[src/ahp_pkg.sv]
package ahp_pkg;
  // ****************************************
  // Widths
  // ****************************************
  localparam int DATA_W = 16;
  localparam int ADDR_W = 3;
  localparam int BYTE_W = 8;

  // ****************************************
  // Timing, in ns, and derived cycle counts at 100 MHz
  // ****************************************
  localparam int CLK_PERIOD_NS = 10;
  localparam int PIO_ACTIVE_NS = 80;
  localparam int PIO_RECOVER_NS = 70;
  localparam int DMA_ACTIVE_NS = 60;
  localparam int DMA_RECOVER_NS = 30;
  localparam int PIO_ACTIVE_CYC = (PIO_ACTIVE_NS + CLK_PERIOD_NS - 1) / CLK_PERIOD_NS;
  localparam int PIO_RECOVER_CYC = (PIO_RECOVER_NS + CLK_PERIOD_NS - 1) / CLK_PERIOD_NS;
  localparam int DMA_ACTIVE_CYC = (DMA_ACTIVE_NS + CLK_PERIOD_NS - 1) / CLK_PERIOD_NS;
  localparam int DMA_RECOVER_CYC = (DMA_RECOVER_NS + CLK_PERIOD_NS - 1) / CLK_PERIOD_NS;
  localparam int CNT_W = 4;

  // ****************************************
  // Reset values
  // ****************************************
  localparam logic [DATA_W-1:0] DATA_RST = 16'h0000;

  // ****************************************
  // Access kinds and states
  // ****************************************
  typedef enum logic [1:0] {
    AHP_KIND_REG = 2'b00,
    AHP_KIND_PIO_DATA = 2'b01,
    AHP_KIND_DMA = 2'b10
  } ahp_kind_t;

  typedef enum logic [2:0] {
    AHP_IDLE = 3'b000,
    AHP_SETUP = 3'b001,
    AHP_ACTIVE = 3'b010,
    AHP_WAIT = 3'b011,
    AHP_RECOVER = 3'b100
  } ahp_state_t;
endpackage

[src/ahp_ata_host_channel_port.sv]
`timescale 1ns/100ps
`default_nettype none
// Summary of operation
// - Register accesses use data bits 7..0 only
// - Sector data moves as 16-bit words
// - Bit 0 even byte, bit 8 odd byte
// - Acknowledge only after DMA request seen; then held until recovery
// - Host captures read data at strobe rise
// - Not-ready line stretches register and PIO strobes, not DMA
// - Three-bit register address plus chip select
// - Upper card address lines held low
// - Cable sense picks allowed DMA mode
// - Chip selects pick command or control block
// - Drive reset is inverted system reset
// - High enable addresses odd byte on word transfers only
// - Two drives per channel, master and slave
module ahp_ata_host_channel_port
(
  // Clock and reset
  input wire logic clock,
  input wire logic rst_b,
  input wire logic systemBusReset,
  // Primary channel request
  input wire logic priReqValid,
  output logic priReqReady,
  input wire logic priReqWrite,
  input wire ahp_pkg::ahp_kind_t priReqKind,
  input wire logic priReqControlBlock,
  input wire logic [ahp_pkg::ADDR_W-1:0] priReqAddr,
  input wire logic [ahp_pkg::DATA_W-1:0] priReqData,
  input wire logic priUltraDmaWanted,
  output logic priRspValid,
  output logic [ahp_pkg::DATA_W-1:0] priRspData,
  output logic priFastDmaAllowed,
  output logic priIrqOut,
  // Secondary channel request
  input wire logic secReqValid,
  output logic secReqReady,
  input wire logic secReqWrite,
  input wire ahp_pkg::ahp_kind_t secReqKind,
  input wire logic secReqControlBlock,
  input wire logic [ahp_pkg::ADDR_W-1:0] secReqAddr,
  input wire logic [ahp_pkg::DATA_W-1:0] secReqData,
  input wire logic secUltraDmaWanted,
  output logic secRspValid,
  output logic [ahp_pkg::DATA_W-1:0] secRspData,
  output logic secFastDmaAllowed,
  output logic secIrqOut,
  // Primary disk pins
  input wire logic [ahp_pkg::DATA_W-1:0] primaryDiskDataBusIn,
  output logic [ahp_pkg::DATA_W-1:0] primaryDiskDataBusOut,
  output logic primaryDiskDataBusOe_b,
  output logic [ahp_pkg::ADDR_W-1:0] primaryRegisterSelect,
  output logic primaryCommandBlockSelect_b,
  output logic primaryControlBlockSelect_b,
  output logic primaryReadStrobe_b,
  output logic primaryWriteStrobe_b,
  input wire logic primaryChannelReady,
  input wire logic primaryDmaRequest,
  output logic primaryDmaAck_b,
  input wire logic primaryCableSense,
  input wire logic primaryIrq14,
  output logic cardEnableLow_b,
  output logic cardEnableHigh_b,
  output logic [ahp_pkg::ADDR_W-1:0] cardUpperAddr,
  // Secondary disk pins
  input wire logic [ahp_pkg::DATA_W-1:0] secondaryDiskDataBusIn,
  output logic [ahp_pkg::DATA_W-1:0] secondaryDiskDataBusOut,
  output logic secondaryDiskDataBusOe_b,
  output logic [ahp_pkg::ADDR_W-1:0] secondaryRegisterSelect,
  output logic secondaryCommandBlockSelect_b,
  output logic secondaryControlBlockSelect_b,
  output logic secondaryReadStrobe_b,
  output logic secondaryWriteStrobe_b,
  input wire logic secondaryChannelReady,
  input wire logic secondaryDmaRequest,
  output logic secondaryDmaAck_b,
  input wire logic secondaryCableSense,
  input wire logic secondaryIrq15,
  // Shared
  output logic driveReset_b
);
  import ahp_pkg::*;

  // ****************************************
  // Shared reset to both cables
  // ****************************************
  // Straight inversion, no state, so it tracks the bus reset instantly
  assign driveReset_b = ~systemBusReset;
  // Card has no extra address lines wired; tie them low
  assign cardUpperAddr = '0;

  // ****************************************
  // Card enables follow the primary command or control select and strobes
  // ****************************************
  // High enable only ever reaches the odd byte, so it joins word transfers
  logic cardWordActive;
  assign cardEnableLow_b = primaryCommandBlockSelect_b & primaryControlBlockSelect_b;
  assign cardEnableHigh_b = (primaryReadStrobe_b & primaryWriteStrobe_b) | ~cardWordActive;

  // ****************************************
  // One engine per channel
  // ****************************************
  // Both drives of a cable share these pins; a register write picks one
  ahp_channel_engine uPri (
    .clock(clock), .rst_b(rst_b),
    .reqValid(priReqValid), .reqReady(priReqReady), .reqWrite(priReqWrite),
    .reqKind(priReqKind), .reqControlBlock(priReqControlBlock), .reqAddr(priReqAddr),
    .reqData(priReqData), .ultraDmaWanted(priUltraDmaWanted),
    .rspValid(priRspValid), .rspData(priRspData), .fastDmaAllowed(priFastDmaAllowed),
    .irqOut(priIrqOut), .wordActive(cardWordActive),
    .busIn(primaryDiskDataBusIn), .busOut(primaryDiskDataBusOut), .busOe_b(primaryDiskDataBusOe_b),
    .regSel(primaryRegisterSelect), .cmdSel_b(primaryCommandBlockSelect_b),
    .ctlSel_b(primaryControlBlockSelect_b), .rdStrobe_b(primaryReadStrobe_b),
    .wrStrobe_b(primaryWriteStrobe_b), .chanReady(primaryChannelReady),
    .dmaReq(primaryDmaRequest), .dmaAck_b(primaryDmaAck_b),
    .cableSense(primaryCableSense), .irqIn(primaryIrq14)
  );

  ahp_channel_engine uSec (
    .clock(clock), .rst_b(rst_b),
    .reqValid(secReqValid), .reqReady(secReqReady), .reqWrite(secReqWrite),
    .reqKind(secReqKind), .reqControlBlock(secReqControlBlock), .reqAddr(secReqAddr),
    .reqData(secReqData), .ultraDmaWanted(secUltraDmaWanted),
    .rspValid(secRspValid), .rspData(secRspData), .fastDmaAllowed(secFastDmaAllowed),
    .irqOut(secIrqOut), .wordActive(),
    .busIn(secondaryDiskDataBusIn), .busOut(secondaryDiskDataBusOut), .busOe_b(secondaryDiskDataBusOe_b),
    .regSel(secondaryRegisterSelect), .cmdSel_b(secondaryCommandBlockSelect_b),
    .ctlSel_b(secondaryControlBlockSelect_b), .rdStrobe_b(secondaryReadStrobe_b),
    .wrStrobe_b(secondaryWriteStrobe_b), .chanReady(secondaryChannelReady),
    .dmaReq(secondaryDmaRequest), .dmaAck_b(secondaryDmaAck_b),
    .cableSense(secondaryCableSense), .irqIn(secondaryIrq15)
  );
endmodule

// ****************************************
// Per-channel cycle engine
// ****************************************
module ahp_channel_engine
(
  // Clock and reset
  input wire logic clock,
  input wire logic rst_b,
  // User request
  input wire logic reqValid,
  output logic reqReady,
  input wire logic reqWrite,
  input wire ahp_pkg::ahp_kind_t reqKind,
  input wire logic reqControlBlock,
  input wire logic [ahp_pkg::ADDR_W-1:0] reqAddr,
  input wire logic [ahp_pkg::DATA_W-1:0] reqData,
  input wire logic ultraDmaWanted,
  output logic rspValid,
  output logic [ahp_pkg::DATA_W-1:0] rspData,
  output logic fastDmaAllowed,
  output logic irqOut,
  output logic wordActive,
  // Cable pins
  input wire logic [ahp_pkg::DATA_W-1:0] busIn,
  output logic [ahp_pkg::DATA_W-1:0] busOut,
  output logic busOe_b,
  output logic [ahp_pkg::ADDR_W-1:0] regSel,
  output logic cmdSel_b,
  output logic ctlSel_b,
  output logic rdStrobe_b,
  output logic wrStrobe_b,
  input wire logic chanReady,
  input wire logic dmaReq,
  output logic dmaAck_b,
  input wire logic cableSense,
  input wire logic irqIn
);
  import ahp_pkg::*;

  ahp_state_t state;
  ahp_kind_t kind;
  logic isWrite;
  logic [CNT_W-1:0] count;

  // Active and recovery length per access kind
  function automatic logic [CNT_W-1:0] activeLen(input ahp_kind_t k);
    activeLen = (k == AHP_KIND_DMA) ? CNT_W'(DMA_ACTIVE_CYC) : CNT_W'(PIO_ACTIVE_CYC);
  endfunction
  function automatic logic [CNT_W-1:0] recoverLen(input ahp_kind_t k);
    recoverLen = (k == AHP_KIND_DMA) ? CNT_W'(DMA_RECOVER_CYC) : CNT_W'(PIO_RECOVER_CYC);
  endfunction

  // A DMA request waits for the drive's request; others start at once
  assign reqReady = (state == AHP_IDLE) & ((reqKind != AHP_KIND_DMA) | dmaReq);
  assign wordActive = (state != AHP_IDLE) & (kind != AHP_KIND_REG);
  // Pass the drive's line straight through; the drive owns its meaning
  assign irqOut = irqIn;
  // Ultra modes need the 80-wire cable; without it only slow DMA
  assign fastDmaAllowed = ultraDmaWanted & cableSense;

  // Cycle sequencing, strobes and captured data
  always_ff @(posedge clock or negedge rst_b)
  begin
    if (!rst_b)
    begin
      state <= AHP_IDLE;
      kind <= AHP_KIND_REG;
      isWrite <= 1'b0;
      count <= '0;
      regSel <= '0;
      cmdSel_b <= 1'b1;
      ctlSel_b <= 1'b1;
      rdStrobe_b <= 1'b1;
      wrStrobe_b <= 1'b1;
      dmaAck_b <= 1'b1;
      busOut <= DATA_RST;
      busOe_b <= 1'b1;
      rspValid <= 1'b0;
      rspData <= DATA_RST;
    end
    else
    begin
      rspValid <= 1'b0;
      case (state)
        AHP_IDLE:
        begin
          if (reqValid && reqReady)
          begin
            kind <= reqKind;
            isWrite <= reqWrite;
            dmaAck_b <= (reqKind != AHP_KIND_DMA);
            if (reqKind != AHP_KIND_DMA)
            begin
              regSel <= reqAddr;
              cmdSel_b <= reqControlBlock;
              ctlSel_b <= ~reqControlBlock;
            end
            // Register bytes ride bits 7..0 only; words use the full bus
            busOut <= (reqKind == AHP_KIND_REG) ? {8'h00, reqData[BYTE_W-1:0]} : reqData;
            busOe_b <= ~reqWrite;
            state <= AHP_SETUP;
          end
        end
        AHP_SETUP:
        begin
          // Strobe falls one cycle after address and select settle
          rdStrobe_b <= isWrite;
          wrStrobe_b <= ~isWrite;
          count <= activeLen(kind);
          state <= AHP_ACTIVE;
        end
        AHP_ACTIVE:
        begin
          count <= count - CNT_W'(1);
          if (count < CNT_W'(2))
          begin
            state <= AHP_WAIT;
          end
        end
        AHP_WAIT:
        begin
          // Not-ready drive holds a register or PIO strobe low until it lets go; DMA ignores it
          if (chanReady || kind == AHP_KIND_DMA)
          begin
            rdStrobe_b <= 1'b1;
            wrStrobe_b <= 1'b1;
            if (!isWrite)
            begin
              // Sampled at the same edge the read strobe rises
              rspData <= (kind == AHP_KIND_REG) ? {8'h00, busIn[BYTE_W-1:0]} : busIn;
              rspValid <= 1'b1;
            end
            count <= recoverLen(kind);
            state <= AHP_RECOVER;
          end
        end
        AHP_RECOVER:
        begin
          busOe_b <= 1'b1;
          dmaAck_b <= 1'b1;
          cmdSel_b <= 1'b1;
          ctlSel_b <= 1'b1;
          count <= count - CNT_W'(1);
          if (count < CNT_W'(2))
          begin
            state <= AHP_IDLE;
          end
        end
        default:
        begin
          state <= AHP_IDLE;
        end
      endcase
    end
  end
endmodule
`default_nettype wire

[config.mk]
export PLATFORM = sky130hd
export DESIGN_NAME = ahp_ata_host_channel_port
export DESIGN_NICKNAME = d
export VERILOG_FILES = /design/src/ahp_pkg.sv /design/src/ahp_ata_host_channel_port.sv
export SDC_FILE = /design/constraint.sdc
export NUM_CORES = 1
export LEC_CHECK = 0
export BUFFER_PORTS_ARGS = -buffer_cell sky130_fd_sc_hd__buf_2
export CORE_AREA = 2 2 121 99
export CTS_CLUSTER_SIZE = 12
export DETAILED_ROUTE_END_ITERATION = 12
export DIE_AREA = 0 0 123 101
export PLACE_DENSITY = 0.7
export RECOVER_POWER = 50
export SLEW_MARGIN = 15
export SYNTH_ARGS = -nofsm -noshare
export SYNTH_HDL_FRONTEND = slang
export SYNTH_SLANG_ARGS = --single-unit
[constraint.sdc]
create_clock -name clock -period 4.7 [get_ports clock]
set_input_delay 0.47 -clock clock [delete_from_list [all_inputs] [get_ports clock]]
set_output_delay 0.47 -clock clock [all_outputs]
set_load 0.01 [all_outputs]
==> run_results.csv <==
group,metric,value,unit
yosys,synth_enable_flop_cells,0,
yosys,synth_common_cells,"nand2_1, dfrtp_1, o21ai_0, mux2_2, clkbuf_1",
clock_network,tritoncts,"done",
run,maxCapViolCount,0,
die,rows,35,
die,ioPinCount,189,
clock_network,numCtsBuffers,9,
layout,areaGrowthSynthToFinish,25.05,%
die,start_util,40.85,%
critical_path,critPathRequiredTime,4920,ps
yosys,async_flop_share,100.0,%
clock_network,clock-root-buffer,"clkbuf_16",
status,outcome,"completed",
pwr,pwr-share-seq,41.8,%
detailed_routing,drt_wl_total,10.65,mm
sta,max_freq,470.6,MHz
clock_network,clockBufferDepth,2,
yosys,ys_seq_area_share,56.71,%
clock_network,insertion_delay,340,ps
critical_path,startpoint,"uPri.state[2]$_DFFE_PN0P_",
yosys,synth_cell_type_count,53,
critical_path,slowest_stage,"a2111o_1",
clock_network,cts_hold_buf,0,
detailed_routing,post-route-drc-count,0,
sta,fin_setup_tns,0,ps
clock_network,clock_sinks,104,
clock_network,h-tree-depth,3,
critical_path,crit_end,"uPri.rspData[6]$_DFFE_PN0P_",
yosys,yosysMostFrequentCell,"nand2_1",
yosys,yosys_warnings,0,
critical_path,crit_chain,"nand2b_1 > a2111o_1 > mux2_4",
detailed_routing,wl_per_cell,13.83,um
pwr,cellPowerDensity,691.7,nW/um^2
critical_path,endpoint_kind,"flop",
critical_path,r2r_setup_slack,2580,ps
die,die-height,101,um
yosys,synthTopCellsByArea,"dfrtp_1, nand2_1, dfstp_2, mux2_2, o21ai_0",
yosys,syn_inst,452,
layout,diodes,0,
global_routing,grtUsageTotal,17.49,%
detailed_routing,first_pass_iters,4,
detailed_routing,drtIter0Drc,131,
sta,fin_crit,2125,ps
critical_path,cp.arrival,2350,ps
placement,gp_congestion,0.8707,
placement,pre_cts_slack,2588,ps
critical_path,crit_family,"compound AO/OA/AOI/OAI gates",
layout,drive_gt1_share,27.81,%
critical_path,critPathMaxStageDelay,760,ps
worst_hold_path,hp-class,"input pin to asynchronous set/reset pin",
global_routing,antenna_found_initial,0,
yosys,synth_ff_type,"dfrtp_1",
critical_path,worstReg2RegStart,"uPri.state[2]$_DFFE_PN0P_",
clock_network,cts_setup_buffers,0,
sta,slew_headroom,30.90,%
global_routing,grt_pass1_wl,17.26,mm
pwr,power.switching,1.535,mW
pwr,internal_power,2.457,mW
global_routing,grt_max_degree,68,
pwr,netSwitchingFraction,38.45,%
critical_path,crit_cells,3,
critical_path,crit_fanout,25,
yosys,ys_ff_latch,104,
pwr,p_comb_share,39.6,%
pwr,p_leak,2.807,nW
yosys,synth_top_area_cell,"dfrtp_1",
die,die_x,123,um
detailed_routing,ant_nets,0,
critical_path,reg2reg_to,"uPri.rspData[6]$_DFFE_PN0P_",
clock_network,path_clk_slew,70,ps
pwr,peakVddDrop,296.9,uV
sta,worst_slack,2575,ps
sta,finalMaxSlewViolations,0,
sta,finalClockSkew,5.581,ps
yosys,synth_area,4616,um^2
sta,fin_crit_sh,45.21,%
critical_path,worstRegToRegCells,3,
clock_network,cts_resized,0,
sta,rsz0062_at_grt,"false",
yosys,syn_avg_cell_area,10.21,um^2
detailed_routing,vias,3802,
placement,io_buffers,181,
die,core-area,11300,um^2
layout,nets,712,
sta,hold_violations,0,
sta,setup_viol,0,
detailed_routing,vias_per_cell,4.938,
global_routing,grt_overflow,0,
yosys,yosysTopAreaCellShare,49.88,%
placement,hpwl,7.727,mm
pwr,clkPwrFrac,18.6,%
critical_path,path_class,"flop to flop",
die,dieArea,12420,um^2
global_routing,grt_pass1_vias,3649,
critical_path,crit_path_start_kind,"flop",
critical_path,cp.buffers_inverters,0,
layout,final_util,51.09,%
sta,worstMarginPinSlew,1036,ps
==> layout by cell type (no fill, tap or decap), drive strengths merged, types with 3 or more instances in the layout <==
cell type,count
nand2b,8
a211oi,3
or2,5
inv,12
mux2i,6
dfstp,12
nor2,12
conb,3
o21ai,32
o211ai,4
and2,6
a221oi,4
nand2,117
a21oi,11
dfrtp,92
o21a,3
buf,108
nor3,9
clkbuf,86
a31oi,4
mux2,30
clkinv,3
nor2b,6
nand3,14
==> stage by stage <==
stage                     std cells  cell area [um^2]  hold WS (ps)  power [mW]
after global routing            770              5772         305.1       4.336
after detailed placement        754              5567         413.5       3.338
after floorplan                 454              4623         174.4       2.732
final                           770              5772         233.4       3.992
after CTS                       770              5866         259.8       4.099
after global placement          754              5567         391.1       3.271
==> registers in the layout (all words and copies together), names as in the netlist, 2 cells and up <==
name,cells
uPri.busOut,16
uPri.rspData,16
uSec.busOut,16
uSec.rspData,16
uPri.count,4
uSec.count,4
uPri.regSel,3
uPri.state,3
uSec.regSel,3
uSec.state,3
uPri.kind,2
uSec.kind,2
==> layer usage <==
layer  track usage (%)  vias to the layer above  part of all wire [%]
li1                  -                     1852                     -
met5                 0                        -                     0
met2             26.73                      154                    44
met3             4.751                       12                   7.8
met1             24.28                     1784                    47
met4             5.420                        0                   1.2
==> cell families (layout without fill, tap and decap cells) <==
| family | after synthesis | in the layout | share of synthesized area, % |
|---|---|---|---|
| adders and majority gates | 2 | 2 | 0.5421 |
| DFF | 104 | 104 | 56.71 |
| buffers and inverters | 43 | 211 | 4.554 |
| other | 1 | 3 | 0.08124 |
| xor gates and xnor gates | 2 | 2 | 0.3796 |
| and+or+nand+nor | 187 | 187 | 18.22 |
| AOI/OAI and AO/OA | 77 | 77 | 10.65 |
| muxes | 36 | 36 | 8.864 |
==> worst reg2reg max path, cell delays in order (launching register included) <==
cell	delay, ps
dfrtp_1	540
nand2b_1	290
a2111o_1	760
mux2_4	420
==> power groups by stage <==
stage	registers [mW]	clock network (mW)	logic [mW]
3_3_place_gp	1.64	0	1.63
6_report	1.67	0.744	1.58
4_1_cts	1.65	0.770	1.67
2_1_floorplan	1.74	0	0.988
5_1_grt	1.73	0.812	1.79
3_5_place_dp	1.66	0	1.67
==> how the worst min path moves through the flow <==
stage / startpoint / slack, ps / cells past startpoint / endpoint
after floorplan: rst_b / 170 / 0 / uPri.busOut[0]$_DFFE_PN0P_
after global placement: uSec.isWrite$_DFFE_PN0P_ / 390 / 1 / uSec.wrStrobe_b$_DFFE_PN1P_
after detailed placement: uSec.isWrite$_DFFE_PN0P_ / 410 / 1 / uSec.wrStrobe_b$_DFFE_PN1P_
after CTS: rst_b / 260 / 1 / uSec.busOut[14]$_DFFE_PN0P_
after global routing: rst_b / 310 / 1 / uSec.busOut[14]$_DFFE_PN0P_
final: rst_b / 230 / 1 / uSec.busOut[14]$_DFFE_PN0P_
==> area by class of cell <==
| type | instances | area, um^2 |
|---|---|---|
| tap | 148 | 185.2 |
| clock buffer | 11 | 242.7 |
| timing repair buffer | 183 | 829.5 |
| inverter | 12 | 45.04 |
| sequential | 104 | 2618 |
| fill | 1067 | 5527 |
| multi-input combinational | 307 | 1795 |
| clock inverter | 5 | 56.30 |
Power figures use the tool's default switching activity.
